==> src/common/sar_seq_pkg.sv <==
// Constants and types shared by the converter sequencer
package sar_seq_pkg;
    localparam int ADDR_W = 8;
    localparam int DATA_W = 32;
    localparam int NUM_CH = 8;
    localparam int CH_W = 3;
    localparam int RES_W = 12;
    // Register offsets
    localparam logic [ADDR_W-1:0] OFS_RESULT0 = 8'h00;
    localparam logic [ADDR_W-1:0] OFS_RESULT7 = 8'h1c;
    localparam logic [ADDR_W-1:0] OFS_CTRL = 8'h20;
    localparam logic [ADDR_W-1:0] OFS_CHANNEL_ENABLE_MASK = 8'h24;
    localparam logic [ADDR_W-1:0] OFS_MON0 = 8'h28;
    localparam logic [ADDR_W-1:0] OFS_MON1 = 8'h2c;
    localparam logic [ADDR_W-1:0] OFS_STATUS = 8'h30;
    localparam logic [ADDR_W-1:0] OFS_CLKCFG = 8'h34;
    // Control fields
    localparam int CTRL_DONE_IE = 1;
    localparam int CTRL_MODE_LO = 2;
    localparam int CTRL_TSRC_LO = 4;
    localparam int CTRL_TCOND_LO = 6;
    localparam int CTRL_TRIG_EN = 8;
    localparam int CTRL_START = 11;
    localparam int CTRL_DIFF = 31;
    // Monitor fields
    localparam int MON_IE = 1;
    localparam int MON_SENSE = 2;
    localparam int MON_CH_LO = 3;
    localparam int MON_CNT_LO = 8;
    localparam int MON_THR_LO = 16;
    // Status and result fields
    localparam int STAT_DONE = 0;
    localparam int STAT_MON0 = 1;
    localparam int RES_OVERRUN = 16;
    localparam int RES_VALID = 17;
    // Clock configuration fields
    localparam int CLK_SRC_LO = 0;
    localparam int CLK_DIV_LO = 16;
    // Trigger encodings and pin timing in peripheral clocks
    localparam logic [1:0] TSRC_PIN = 2'h0;
    localparam logic [1:0] TSRC_PWM = 2'h3;
    localparam logic [1:0] TCOND_FALL = 2'h0;
    localparam logic [1:0] TCOND_RISE = 2'h1;
    localparam logic [1:0] TCOND_LOW = 2'h2;
    localparam logic [3:0] LEVEL_MIN = 4'h8;
    localparam logic [3:0] EDGE_MIN = 4'h4;
    localparam logic [3:0] RUN_MAX = 4'hf;

    typedef enum logic [1:0] {MODE_SINGLE, MODE_RSVD, MODE_SCAN, MODE_CONT} conv_mode_type;

    typedef struct packed {
        logic [ADDR_W-1:0] addr;
        logic [DATA_W-1:0] wdata;
        logic wr;
        logic rd;
    } reg_req_type;

    typedef struct packed {
        logic [15:0] data;
        logic valid;
        logic overrun;
    } result_entry_type;

    typedef struct packed {
        logic launch;
        logic [CH_W-1:0] channel;
        logic clk_tick;
    } core_req_type;
endpackage

==> src/design/sar_seq_ctrl.sv <==
// Sequencer, trigger, result store and monitors for an 8-channel SAR converter
//
// The register addresses and the strobed register port were left to the implementer.
`timescale 1ns/100ps
`default_nettype none
// Notes on behaviour
// - Clock source chosen, divided by divisor plus one
// - Single mode converts selected channel once
// - Single completion sets done flag, interrupt
// - Start bit high while busy, auto-cleared except in continuous mode
// - Single mode takes lowest enabled channel only
// - Scan converts enabled channels once, ascending
// - Scan done flag only after all channels
// - Cleared start: finish current, store, stop
// - Continuous restarts each pass until stopped
// - Eight-bit mask selects scanned channels
// - Pin triggers scan when source is 00b
// - Pin condition: falling, rising, low, high
// - Level held 8 clocks starts on 9th
// - Edge needs 4-clock high and low states
// - PWM triggers scan when source is 11b
// - Monitor picks channel, sense, 12-bit threshold
// - Match increments counter, mismatch clears it
// - Counter at field plus one sets flag
// - One interrupt from flags and enables
// - Result valid set on store, read clears
// - Unread overwrite sets overrun, read clears
// - Result 16 bits, zero or sign extended
module sar_seq_ctrl
#(
    parameter int NUM_CH = 8
)
(
    // Clock and reset
    input wire logic mclk,
    input wire logic srst,
    // Register port
    input wire sar_seq_pkg::reg_req_type reg_req,
    output logic [sar_seq_pkg::DATA_W-1:0] reg_rdata,
    // Clock sources, one tick per source period
    input wire logic [3:0] clk_src_tick,
    // Analog core
    output sar_seq_pkg::core_req_type core_req,
    input wire logic core_done,
    input wire logic [sar_seq_pkg::RES_W-1:0] core_result,
    // Triggers
    input wire logic ext_trigger_pin,
    input wire logic pwm_trig,
    input wire logic basic_pwm_trig,
    // Interrupt
    output logic conv_irq
);
    import sar_seq_pkg::*;

    typedef enum logic [1:0] {ST_IDLE, ST_LAUNCH, ST_BUSY} conv_state_type;

    // Lowest enabled channel at or above a position
    function automatic logic [CH_W:0] find_chan(input logic [NUM_CH-1:0] mask,
                                               input logic [CH_W:0] from);
        logic [CH_W:0] res;
        res = '0;
        for (int i = NUM_CH - 1; i >= 0; i--)
        begin
            if (mask[i] && (i >= int'(from)))
                res = {1'b1, CH_W'(i)};
        end
        return res;
    endfunction

    ////////////////////////////////////////////////////////////////////////
    // Register storage
    logic [DATA_W-1:0] ctrl_r;
    logic [NUM_CH-1:0] channel_enable_mask;
    logic [DATA_W-1:0] mon_cfg_r [2];
    logic [DATA_W-1:0] clkcfg_r;
    logic conv_start_bit;
    logic conv_done_flag;
    logic [1:0] mon_flag_r;
    result_entry_type result_r [NUM_CH];
    conv_state_type state_r;
    logic [CH_W-1:0] chan_r;
    logic pass_end, hw_trig, store;
    logic [1:0] mon_hit;

    wire wr_ctrl = reg_req.wr && reg_req.addr == OFS_CTRL;
    wire wr_status = reg_req.wr && reg_req.addr == OFS_STATUS;
    wire [1:0] mode = ctrl_r[CTRL_MODE_LO +: 2];
    wire trig_en = ctrl_r[CTRL_TRIG_EN];
    wire [1:0] trig_src = ctrl_r[CTRL_TSRC_LO +: 2];
    wire [1:0] trig_cond = ctrl_r[CTRL_TCOND_LO +: 2];

    always_ff @(posedge mclk)
    begin
        if (srst)
        begin
            ctrl_r <= '0;
            channel_enable_mask <= '0;
            mon_cfg_r[0] <= '0;
            mon_cfg_r[1] <= '0;
            clkcfg_r <= '0;
        end
        else if (reg_req.wr)
        begin
            if (reg_req.addr == OFS_CTRL)
                ctrl_r <= reg_req.wdata;
            else if (reg_req.addr == OFS_CHANNEL_ENABLE_MASK)
                channel_enable_mask <= reg_req.wdata[NUM_CH-1:0];
            else if (reg_req.addr == OFS_MON0)
                mon_cfg_r[0] <= reg_req.wdata;
            else if (reg_req.addr == OFS_MON1)
                mon_cfg_r[1] <= reg_req.wdata;
            else if (reg_req.addr == OFS_CLKCFG)
                clkcfg_r <= reg_req.wdata;
        end
    end

    ////////////////////////////////////////////////////////////////////////
    // Converter clock prescaler
    logic [7:0] div_cnt_r;
    logic conv_tick_r;
    wire src_tick = clk_src_tick[clkcfg_r[CLK_SRC_LO +: 2]];
    always_ff @(posedge mclk)
    begin
        if (srst)
        begin
            div_cnt_r <= '0;
            conv_tick_r <= 1'b0;
        end
        else
        begin
            conv_tick_r <= 1'b0;
            if (src_tick)
            begin
                if (div_cnt_r >= clkcfg_r[CLK_DIV_LO +: 8])
                begin
                    div_cnt_r <= '0;
                    conv_tick_r <= 1'b1;
                end
                else
                    div_cnt_r <= div_cnt_r + 8'h01;
            end
        end
    end

    ////////////////////////////////////////////////////////////////////////
    // Trigger pin: sync, level run length, edge filter
    logic pin_s1_r, pin_s2_r, pin_s3_r, pin_lvl_r, prev_long_r;
    logic [3:0] run_r;
    always_ff @(posedge mclk)
    begin
        if (srst)
        begin
            pin_s1_r <= 1'b1;
            pin_s2_r <= 1'b1;
            pin_s3_r <= 1'b1;
        end
        else
        begin
            pin_s1_r <= ext_trigger_pin;
            pin_s2_r <= pin_s1_r;
            pin_s3_r <= pin_s2_r;
        end
    end
    always_ff @(posedge mclk)
    begin
        if (srst)
        begin
            pin_lvl_r <= 1'b1;
            run_r <= '0;
            prev_long_r <= 1'b0;
        end
        else if (pin_s2_r == pin_s3_r && pin_s3_r != pin_lvl_r)
        begin
            pin_lvl_r <= pin_s3_r;
            run_r <= 4'h1;
            prev_long_r <= run_r >= EDGE_MIN;
        end
        else if (run_r != RUN_MAX)
            run_r <= run_r + 4'h1;
    end

    logic pin_fire;
    always_comb
    begin
        pin_fire = 1'b0;
        if (trig_cond[1])
            // 8 clocks held, start on 9th
            pin_fire = (pin_lvl_r == trig_cond[0]) && run_r >= LEVEL_MIN;
        else
            pin_fire = prev_long_r && run_r == EDGE_MIN && pin_lvl_r == trig_cond[0];
    end

    assign hw_trig = trig_en && mode == MODE_SCAN && state_r == ST_IDLE && !conv_start_bit
        && ((trig_src == TSRC_PIN && pin_fire)
        || (trig_src == TSRC_PWM && (pwm_trig || basic_pwm_trig)));

    ////////////////////////////////////////////////////////////////////////
    // Sequencer
    wire [CH_W:0] next_hit = find_chan(channel_enable_mask, {1'b0, chan_r} + 4'h1);
    wire [CH_W:0] first_hit = find_chan(channel_enable_mask, '0);
    wire last_of_pass = mode == MODE_SINGLE || !next_hit[CH_W];
    assign store = state_r == ST_BUSY && core_done;
    assign pass_end = store && (last_of_pass || !conv_start_bit);

    always_ff @(posedge mclk)
    begin
        if (srst)
        begin
            state_r <= ST_IDLE;
            chan_r <= '0;
        end
        else
        begin
            case (state_r)
                ST_IDLE:
                    if (conv_start_bit && first_hit[CH_W])
                    begin
                        chan_r <= first_hit[CH_W-1:0];
                        state_r <= ST_LAUNCH;
                    end
                ST_LAUNCH:
                    if (conv_tick_r)
                        state_r <= ST_BUSY;
                ST_BUSY:
                    if (store)
                    begin
                        if (!conv_start_bit)
                            state_r <= ST_IDLE;
                        else if (last_of_pass && mode == MODE_CONT)
                        begin
                            chan_r <= first_hit[CH_W-1:0];
                            state_r <= ST_LAUNCH;
                        end
                        else if (last_of_pass)
                            state_r <= ST_IDLE;
                        else
                        begin
                            chan_r <= next_hit[CH_W-1:0];
                            state_r <= ST_LAUNCH;
                        end
                    end
                default:
                    state_r <= ST_IDLE;
            endcase
        end
    end

    // Launch aligned to the converter clock tick
    assign core_req = '{launch: state_r == ST_LAUNCH && conv_tick_r,
                        channel: chan_r, clk_tick: conv_tick_r};

    // start bit held during run, auto-cleared except in continuous mode
    always_ff @(posedge mclk)
    begin
        if (srst)
            conv_start_bit <= 1'b0;
        else if (wr_ctrl)
            conv_start_bit <= reg_req.wdata[CTRL_START];
        else if (hw_trig)
            conv_start_bit <= 1'b1;
        else if ((pass_end && mode != MODE_CONT)
                 || (state_r == ST_IDLE && conv_start_bit && !first_hit[CH_W]))
            conv_start_bit <= 1'b0;
    end

    ////////////////////////////////////////////////////////////////////////
    // Result store and read side effects
    wire rd_result = reg_req.rd && reg_req.addr <= OFS_RESULT7 && reg_req.addr[1:0] == 2'h0;
    wire [CH_W-1:0] rd_idx = reg_req.addr[CH_W+1:2];
    wire [15:0] res_ext = ctrl_r[CTRL_DIFF] ? {{4{core_result[RES_W-1]}}, core_result}
        : {4'h0, core_result};

    generate
        for (genvar g = 0; g < NUM_CH; g++)
        begin : g_res
            always_ff @(posedge mclk)
            begin
                if (srst)
                    result_r[g] <= '0;
                // per-channel store; store wins over read clear
                else if (store && chan_r == CH_W'(g))
                begin
                    result_r[g].data <= res_ext;
                    result_r[g].valid <= 1'b1;
                    result_r[g].overrun <= result_r[g].valid
                        && !(rd_result && rd_idx == CH_W'(g));
                end
                else if (rd_result && rd_idx == CH_W'(g))
                begin
                    result_r[g].valid <= 1'b0;
                    result_r[g].overrun <= 1'b0;
                end
            end
        end
    endgenerate

    ////////////////////////////////////////////////////////////////////////
    // Result monitors
    logic [4:0] match_cnt_r [2];
    generate
        for (genvar m = 0; m < 2; m++)
        begin : g_mon
            wire [RES_W-1:0] thr = mon_cfg_r[m][MON_THR_LO +: RES_W];
            wire ge = res_ext[RES_W-1:0] >= thr;
            wire match = mon_cfg_r[m][MON_SENSE] ? ge : !ge;
            wire [4:0] cnt_inc = match_cnt_r[m] + 5'h01;
            wire hit = store && chan_r == mon_cfg_r[m][MON_CH_LO +: CH_W];
            always_ff @(posedge mclk)
            begin
                if (srst)
                    match_cnt_r[m] <= '0;
                else if (hit)
                    match_cnt_r[m] <= match ? (match_cnt_r[m][4] ? match_cnt_r[m] : cnt_inc)
                        : 5'h00;
            end
            assign mon_hit[m] = hit && match
                && cnt_inc == {1'b0, mon_cfg_r[m][MON_CNT_LO +: 4]} + 5'h01;
        end
    endgenerate

    ////////////////////////////////////////////////////////////////////////
    // Status flags, set wins over write-one clear
    logic pass_done;
    // done on single end; scan done after all
    assign pass_done = pass_end && last_of_pass;
    always_ff @(posedge mclk)
    begin
        if (srst)
        begin
            conv_done_flag <= 1'b0;
            mon_flag_r <= '0;
        end
        else
        begin
            conv_done_flag <= pass_done
                || (conv_done_flag && !(wr_status && reg_req.wdata[STAT_DONE]));
            mon_flag_r <= mon_hit
                | (mon_flag_r & ~({2{wr_status}} & reg_req.wdata[STAT_MON0 +: 2]));
        end
    end

    assign conv_irq = (conv_done_flag && ctrl_r[CTRL_DONE_IE])
        || (mon_flag_r[0] && mon_cfg_r[0][MON_IE])
        || (mon_flag_r[1] && mon_cfg_r[1][MON_IE]);

    ////////////////////////////////////////////////////////////////////////
    // Read data, one cycle after the strobe
    always_ff @(posedge mclk)
    begin
        if (srst)
            reg_rdata <= '0;
        else if (reg_req.rd)
        begin
            if (rd_result)
                reg_rdata <= {14'h0000, result_r[rd_idx].valid, result_r[rd_idx].overrun,
                    result_r[rd_idx].data};
            else if (reg_req.addr == OFS_CTRL)
                reg_rdata <= {ctrl_r[DATA_W-1:CTRL_START+1], conv_start_bit,
                    ctrl_r[CTRL_START-1:0]};
            else if (reg_req.addr == OFS_CHANNEL_ENABLE_MASK)
                reg_rdata <= {24'h000000, channel_enable_mask};
            else if (reg_req.addr == OFS_MON0)
                reg_rdata <= mon_cfg_r[0];
            else if (reg_req.addr == OFS_MON1)
                reg_rdata <= mon_cfg_r[1];
            else if (reg_req.addr == OFS_STATUS)
                reg_rdata <= {29'h00000000, mon_flag_r, conv_done_flag};
            else if (reg_req.addr == OFS_CLKCFG)
                reg_rdata <= clkcfg_r;
            else
                reg_rdata <= '0;
        end
        else
            reg_rdata <= '0;
    end
endmodule
`default_nettype wire

==> config.mk <==
export PLATFORM = sky130hd
export DESIGN_NAME = sar_seq_ctrl
export DESIGN_NICKNAME = d
export VERILOG_FILES = /design/src/common/sar_seq_pkg.sv /design/src/design/sar_seq_ctrl.sv
export SDC_FILE = /design/constraint.sdc
export NUM_CORES = 1
export LEC_CHECK = 0
export BUFFER_PORTS_ARGS = -buffer_cell sky130_fd_sc_hd__buf_4
export CORE_ASPECT_RATIO = 1.5
export CORE_MARGIN = 5
export CORE_UTILIZATION = 61
export CTS_CLUSTER_SIZE = 24
export DETAILED_ROUTE_END_ITERATION = 16
export HOLD_SLACK_MARGIN = 0.12
export MAX_ROUTING_LAYER = met4
export PLACE_DENSITY = 0.86
export SLEW_MARGIN = 20
export SYNTH_ARGS = -nofsm -noshare
export SYNTH_HDL_FRONTEND = slang
export SYNTH_SLANG_ARGS = --single-unit
==> constraint.sdc <==
create_clock -name mclk -period 3.94 [get_ports mclk]
set_input_delay 1.182 -clock mclk [delete_from_list [all_inputs] [get_ports mclk]]
set_output_delay 1.182 -clock mclk [all_outputs]
set_load 0.03 [all_outputs]
# Yosys cells after proc, flatten, opt, wreduce, memory -nomap -nowiden
# Memories as Yosys holds them, arrays and structs flattened.
# Index checks and enable logic that the tools add are counted.
# classes
addsub,7
multipliers,0
n_div,0
magnitude_cmp,15
n_eq_ne,40
n_shift,0
n_mux,174
bitwise,54
n_reduce_logical,106
# op_table
op,n
32-bit two-way mux,8
16-bit two-way mux,9
1-bit two-way mux,122
1-bit logical AND,66
4-bit two-way mux,16
"8-bit by 6-bit == test with 1-bit output, second input constant",6
1-bit OR,44
5-bit two-way mux,6
"3-bit == test, second input constant",8
12-bit >= comparator,2
18-bit two-way mux,1
"3-bit by 4-bit >= comparator with 1-bit output, first input constant",4
3-bit two-way mux,5
1-bit logical NOT,14
"3-bit by 2-bit == test with 1-bit output, second input constant",4
"4-bit by 1-bit adder with 5-bit output, second input constant",2
"5-bit by 1-bit adder with 5-bit output, second input constant",2
5-bit == test,2
"2-bit != test, second input constant",5
"8-bit by 1-bit adder with 8-bit output, second input constant",1
"2-bit == test, second input constant",4
"1-bit by 4-bit >= comparator with 1-bit output, first input constant",2
"2-bit by 4-bit >= comparator with 1-bit output, first input constant",2
8-bit >= comparator,1
34 further kinds,60
# totals
reg_bits,131
latch_bits,0
mem_bits_rw,218
romBits,0
word_cells,418
mem_count,3
# memory_table
memory,words,width,rd,rd_clocked_by_memory_dff,wr,line_no,rtl
result_r,8,18,9,0,8,sar_seq_ctrl.sv:79,result_entry_type result_r [NUM_CH];
mon_cfg_r,2,32,2,0,2,sar_seq_ctrl.sv:74,logic [DATA_W-1:0] mon_cfg_r [2];
match_cnt_r,2,5,2,0,2,sar_seq_ctrl.sv:299,logic [4:0] match_cnt_r [2];

# Longest topological paths before layout
# Gate-level depths: netlist (run 1).
# logic_depth
depth_word,20
ltp_mapped,10
depth_no_buf,8

# Worst setup path before layout (run 1)
# OpenSTA, ideal clock, no wires.
# synth_timing
kind,input -> register
startpoint,input reg_req[41] (netlist name)
endpoint,"memory mon_cfg_r[0][0], enable pin"
arrival_ns,3.031
required_time_ns,3.551
path_slack_ns,0.519
stages,7
cell_sequence,nor4_4 nor3b_4 and2_1 buf_4 buf_4 nand2_1 nand2_1
# synth_lines
item,line_no,rtl
from (decl),sar_seq_ctrl.sv:38,"input wire sar_seq_pkg::reg_req_type reg_req,"
to (decl),sar_seq_ctrl.sv:74,

# Worst setup path in the final report (run 1)
# layout_timing
startpoint,register chan_r[1]
endpoint,register chan_r[1]
# layout_between
elab_chain_cells,18
word_cells_on_any_way,35
cone_classes,1 x add/sub; 8 x order compare; 1 x eq/ne; 13 x mux; 12 x reduce/logical
# layout_rtl
item,line_no,rtl
from (decl),sar_seq_ctrl.sv:81,logic [CH_W-1:0] chan_r;
from (signal assigned),sar_seq_ctrl.sv:218,chan_r <= first_hit[CH_W-1:0];
from (signal assigned),sar_seq_ctrl.sv:231,chan_r <= first_hit[CH_W-1:0];
from (signal assigned),sar_seq_ctrl.sv:238,chan_r <= next_hit[CH_W-1:0];
3-bit by 1-bit adder with 4-bit output *,sar_seq_ctrl.sv:199,"wire [CH_W:0] next_hit = find_chan(channel_enable_mask, {1'b0, chan_r} + 4'h1);"
3-bit by 4-bit >= comparator with 1-bit output,sar_seq_ctrl.sv:64,if (mask[i] && (i >= int'(from)))
1-bit logical AND,sar_seq_ctrl.sv:64,
4-bit two-way mux (7 in a row),sar_seq_ctrl.sv:64,
4-bit two-way mux *,sar_seq_ctrl.sv:64,
1-bit logical NOT,sar_seq_ctrl.sv:201,wire last_of_pass = mode == MODE_SINGLE || !next_hit[CH_W];
1-bit logical OR,sar_seq_ctrl.sv:201,
1-bit logical AND,sar_seq_ctrl.sv:229,else if (last_of_pass && mode == MODE_CONT)
3-bit two-way mux,sar_seq_ctrl.sv:229,
3-bit two-way mux,sar_seq_ctrl.sv:227,if (!conv_start_bit)
3-bit two-way mux,sar_seq_ctrl.sv:225,if (store)
3-bit one-hot mux with 2 select lines,sar_seq_ctrl.sv:214,case (state_r)
# Every way passes the cells marked *; elsewhere a longest branch is shown, timed or not. The select of a mux whose other input is x is not followed.
# A chain may end at the register's enable or synchronous reset.

==> summary.txt, run 1 <==
GRT
  • Total grt overflow: 0
  • Largest net degree at the start of global routing: 49
  • Vias in the first global route: 11579
  • First-pass GRT wire length: 63.6 mm
  • Initial antenna violation count: 0
  • GRT Total Usage: 29.3%

Run status
  • Status: completed

Logic synthesis
  • Dominant synthesized flop cell: edfxtp_1
  • Syn Nets: 1470
  • Yosys reg bits: 324
  • Synth Warn #: 0
  • Sequential area share after synthesis: 55.5%
  • Post-Syn Area: 15200 µm²
  • Synth Instances: 1357
  • Avg Inst Size Synth: 11.2 µm²
  • Post-synth EDFFs: 194
  • Synth cell types: 68
  • Ys async rst share: 0%

Timing
  • Worst-Margin Slew: 1.17 ns
  • Max_slew headroom: 21.6%
  • Final Hold Viols: 0
  • Clock Skew: 0.0195 ns
  • Fmax: 333 MHz
  • Setup TNS: 0 ns
  • Final setup fails: 0
  • Fin crit share: 76.3%
  • Final Slew Violations: 0
  • Final setup margin: 0.935 ns
  • Minimum clock period: 3.00 ns
  • Unrepaired setup endpoints after global routing: false

Power
  • Pwr Total: 0.00691 W
  • Maximum VDD drop: 0.490 mV
  • Leak Pwr: 6.48 nW
  • Power per Cell Area: 402 nW/µm²

Hold path
  • Worst Hold Class: register to register
  • Hold Path Sink: pin_s2_r$_SDFF_PP1_
  • Hold Path Depth: 1
  • Min-delay src: pin_s1_r$_SDFF_PP1_

Worst setup path
  • Crit path from: chan_r[1]$_SDFFE_PP0P_
  • Critical path's slowest cell: dfxtp_1
  • Worst r2r src: chan_r[1]$_SDFFE_PP0P_
  • Critical Path RT: 4.41 ns
  • CP max stage delay: 0.61 ns
  • Cell repeated most along the worst path: ha_1
  • Worst r2r dst: chan_r[1]$_SDFFE_PP0P_
  • Crit. End Element: register
  • Reg2reg setup slack: 0.94 ns
  • CP max FO: 14
  • CP Buf/Inv Count: 0
  • Critical path's top delay family: compound AO/OA/AOI/OAI gates
  • CP arrival: 3.47 ns
  • CP Cell Sequence: ha_1 -> ha_1 -> nor4b_2 -> o221a_2 -> a31oi_2 -> o21ai_2 -> mux2_1 -> a211oi_1
  • Critical path class: register to register
  • Critical path startpoint category: register
  • R2R depth: 8

Final layout
  • Layout area overhead: 13.2%
  • Nets: 1566
  • Most frequent cells in the layout: 194 x edfxtp_1, 188 x nand2_1, 138 x buf_4, 130 x dfxtp_1, 107 x and2_1
  • Register Area: 8430 µm²
  • Commonest non-fill, non-tap cell in the layout: edfxtp_1
  • Area of the multi-input gates: 6220 µm²
  • Layout Cells excl Fill: 1800
  • Inserted Diodes: 0
  • Fillers: 1761
  • Layout cells sized above 1: 16.9%
  • Core Util, Final: 70.1%

Detailed routing
  • DRT Pass-1 Iters: 5
  • DRC: 0
  • WL/cell: 22.6 µm
  • Vias post-DR: 11367
  • Post-route ant nets: 0
  • Routed vias/inst: 6.32
  • Starting DRC count in detailed routing: 1111
  • Total Wirelength: 40.7 mm

Clock network
  • Clock tree from TritonCTS: done
  • Max H-tree Level: 1
  • Root Driver: clkbuf_16
  • Post-CTS Resized: 0
  • Worst-Skew Late Latency: 0.56 ns
  • Clock slew at reported path FFs: 0.07 ns
  • Cts bufs inserted: 29
  • Clock sinks: 324
  • CTS Hold Bufs: 0
  • Setup Fix Bufs, Post-CTS: 0
  • Clock buffer depth: 3

Place
  • Post-Place Setup Slack: 0.414 ns
  • GPL Wtd Cong: 0.940
  • PortBufs: 101
  • Placed cells: 1746
  • Hpwl dp: 28.7 mm

Floorplanning
  • Initial core utilization: 62.0%
  • DIE WIDTH: 139 µm
  • Die Height: 203 µm
  • Die footprint: 28200 µm²
  • IO Pins: 102
  • Core Region: 24500 µm²
  • # rows: 70

Run
  • MaxCap Viol Count: 0
-- layer usage --
metal / track usage, % / wire length [µm]
met1: 33.5 / 14400
met2: 51.5 / 21200
met3: 3.92 / 2940
met4: 13.1 / 2200
met5: - / 0
-- state kept, by name, indices dropped and copies added, names as in the netlist, 2 cells and up --
name and count:
run_r 4, reg_rdata 32, mon_flag_r 2, result_r 120, ctrl_r 31, chan_r 3, clkcfg_r 32, mon_cfg_r 64
match_cnt_r 10, channel_enable_mask 8, state_r 2, div_cnt_r 8
-- power by group --
group	switching [W]	total [W]	leakage (nW)	internal, W
Combinational	0.000266	0.000446	3.02	0.000180
Clock	0.00125	0.00275	0.464	0.00150
Sequential	0.0000471	0.00371	3.00	0.00367
-- kinds of logic (layout without fill, tap and decap cells) --
kind of cell	Yosys count	in the layout	synth area share [%]
simple gates	507	507	16.8
flops	324	324	55.5
compound gates	257	257	10.9
buf+inv	122	241	3.63
mux	68	68	7.36
fa+ha+maj	50	50	4.10
xor+xnor	29	29	1.67
-- per-stage QoR --
stage,area [µm²],hold WS (ns)
final,17200,0.410
after CTS,17200,0.413
after detailed placement,16300,0.398
after global routing,17200,0.423
after floorplan,15200,0.389
after global placement,16300,0.394
-- cell type report --
| type | instances | share of cell area [%] |
|---|---|---|
| Multi-Input combinational cell | 911 | 36.2 |
| Clock inverter | 14 | 0.480 |
| Timing Repair Buffer | 138 | 6.03 |
| Sequential cell | 324 | 49.0 |
| Inverter | 49 | 1.07 |
| Clock buffer | 40 | 4.88 |
| Tap cell | 324 | 2.36 |
-- synthesized netlist by cell type, drive strengths merged, types with 5 or more instances --
master  instances  area share, %
edfxtp        194             38
nand2         189            4.7
dfxtp         130             17
and2          107            4.4
a21oi         100            3.3
nor2           65            1.7
a22oi          53            2.6
ha             49            4.0
inv            49            1.2
and3           42            1.7
buf            38            1.6
nand3          37            1.2
clkbuf         35           0.86
mux4           34            5.0
mux2i          24            1.6
o21ai          23           0.78
nor3           17           0.59
xnor2          16           0.92
a31oi          14           0.62
xor2           13           0.75
nand2b         12           0.49
mux2           10           0.74
nor2b          10           0.41
o21a            8           0.40
a211oi          6           0.30
o211ai          6           0.30
o22ai           6           0.25
o31ai           6           0.30
nor3b           5           0.40
nor4            5           0.30
or2             5           0.21
-- how the worst max path moves through the flow --
stage,to,depth (start not counted)
final,chan_r[1]$_SDFFE_PP0P_,8
after global routing,chan_r[1]$_SDFFE_PP0P_,8
after CTS,conv_irq,3
after detailed placement,match_cnt_r[0][1]$_SDFFCE_PN0P_,9
after global placement,match_cnt_r[0][2]$_SDFFCE_PN0P_,9
after floorplan,mon_cfg_r[0][0]$_DFFE_PP_,7
(Power assumes the default switching activity.)
==> inputs of run 2 (changes only) <==
- clock period: 3.94 -> 3 ns (I/O delays scaled with it)
==> run 2 against run 1 <==
Register-to-register slack lost 0.57 ns; flip-flop and latch count unchanged; clock power is 32% higher; critical endpoint is now conv_irq; largest power group unchanged; highest routed layer unchanged.
==> summary.txt, run 2 (synthesis gave the netlist of run 1 again) <==
Floorplanning
  • DIE WIDTH: 139 µm
  • Core Region: 24500 µm²
  • Die footprint: 28200 µm²
  • IO Pins: 102
  • Initial core utilization: 62.0%
  • # rows: 70
  • Die Height: 203 µm

Final layout
  • Most frequent cells in the layout: 194 x edfxtp_1, 186 x nand2_1, 164 x buf_4, 130 x dfxtp_1, 107 x and2_1
  • Commonest non-fill, non-tap cell in the layout: edfxtp_1
  • Fillers: 1757
  • Nets: 1598
  • Layout cells sized above 1: 19.0%
  • Largest Register: result_r
  • Register Area: 8430 µm²
  • Layout area overhead: 15.3%
  • Inserted Diodes: 0
  • Area of the multi-input gates: 6220 µm²
  • Largest register FFs: 120
  • Finished layout cell area: 17500 µm²
  • Top flop regs: result_r (120), mon_cfg_r (64)

Worst setup path
  • Critical Path RT: 2.10 ns
  • CP arrival: 1.79 ns
  • Reg2reg setup slack: 0.37 ns
  • CP max FO: 2
  • Worst r2r dst: chan_r[1]$_SDFFE_PP0P_
  • Worst r2r src: chan_r[0]$_SDFFE_PP0P_
  • Crit. End Element: output pin
  • Critical path startpoint category: register
  • Critical path class: register to output pin
  • R2R depth: 8

Clock network
  • Clock sinks: 324
  • CTS Hold Bufs: 0
  • Clock slew at reported path FFs: 0.07 ns
  • Setup Fix Bufs, Post-CTS: 0
  • Worst-Skew Late Latency: 0.56 ns
  • Clock buffer depth: 3
  • Post-CTS Resized: 0
  • Clock tree from TritonCTS: done
  • Cts bufs inserted: 29
  • Max H-tree Level: 1
  • Root Driver: clkbuf_16

Detailed routing
  • Total Wirelength: 41.1 mm
  • Post-route ant nets: 0
  • WL/cell: 22.5 µm
  • Routed vias/inst: 6.25
  • DRT Pass-1 Iters: 6
  • Starting DRC count in detailed routing: 1187
  • Vias post-DR: 11446
  • DRC: 0

Timing
  • Worst-Margin Slew: 0.758 ns
  • Final setup margin: 0.308 ns
  • Clock Skew: 0.00949 ns
  • Final Slew Violations: 0
  • Unrepaired setup endpoints after global routing: false
  • Final setup fails: 0
  • Fmax: 372 MHz
  • Minimum clock period: 2.69 ns
  • Final Hold Viols: 0
  • Fin crit share: 89.7%
  • Max_slew headroom: 49.0%

Place
  • Hpwl dp: 30.0 mm
  • PortBufs: 101
  • GPL Wtd Cong: 1.02
  • Post-Place Setup Slack: -0.0336 ns
  • Area after DPL: 16600 µm²

GRT
  • Total grt overflow: 0
  • Vias in the first global route: 11680
  • GRT Total Usage: 30.0%
  • Largest net degree at the start of global routing: 54
  • Initial antenna violation count: 0
  • First-pass GRT wire length: 64.8 mm

Hold path
  • Hold Path Depth: 1
  • Worst Hold Class: register to register
  • Hold Path Sink: pin_s2_r$_SDFF_PP1_
  • Min-delay src: pin_s1_r$_SDFF_PP1_

Power
  • Leak Pwr: 6.66 nW
  • Maximum VDD drop: 0.546 mV
  • Pwr Total: 0.00913 W
  • Power per Cell Area: 521 nW/µm²

Run status
  • Status: completed

Run
  • MaxCap Viol Count: 0
run 2: critical path, stage by stage, from the launching register on:
cell and delay [ns]:
edfxtp_1 0.40, a222oi_1 0.57, inv_1 0.08, buf_4 0.19
run 2: worst max-delay path by stage:
stage	depth (start not counted)	slack [ns]	endpoint	start
after floorplan	7	0.15	mon_cfg_r[0][0]$_DFFE_PP_	reg_req[41]
after global placement	8	-0.01	match_cnt_r[0][1]$_SDFFCE_PN0P_	core_result[7]
after detailed placement	8	-0.03	match_cnt_r[0][3]$_SDFFCE_PN0P_	core_result[7]
after CTS	3	0.31	conv_irq	mon_cfg_r[0][33]$_DFFE_PP_
after global routing	8	0.21	chan_r[1]$_SDFFE_PP0P_	chan_r[0]$_SDFFE_PP0P_
final	3	0.31	conv_irq	mon_cfg_r[0][33]$_DFFE_PP_
run 2: where the power goes:
group | switching, W | internal [W]
clock | 0.00167 | 0.00197
combinational | 0.000352 | 0.000261
sequential | 0.0000634 | 0.00481
total | 0.00209 | 0.00704
run 2: per-stage QoR:
step / hold WS, ns / util [%] / cells / TNS, ns
after floorplan: 0.389 / - / 1357 / 0
after global routing: 0.450 / 71.5 / 1831 / 0
final: 0.441 / 71.5 / 1831 / 0
after CTS: 0.437 / 71.5 / 1831 / 0
after global placement: 0.392 / 67.6 / 1778 / -0.0398
after detailed placement: 0.423 / 67.6 / 1778 / -0.269
run 2: area by class of cell:
type	count	share of cell area [%]
well taps	324	2.31
flip-flops and latches	324	48.1
clock inverters	18	0.643
repair buffers	170	7.71
inverters	49	1.05
multi-input cells	911	35.5
clock buffers	35	4.68
run 2: routing by layer:
metal	GRT usage (%)	share of wire (%)	vias to the layer above
met4	14.5	5.2	0
li1	-	-	5177
met3	4.34	8.1	151
met5	-	0	-
met1	34.4	35	5505
met2	51.9	52	613
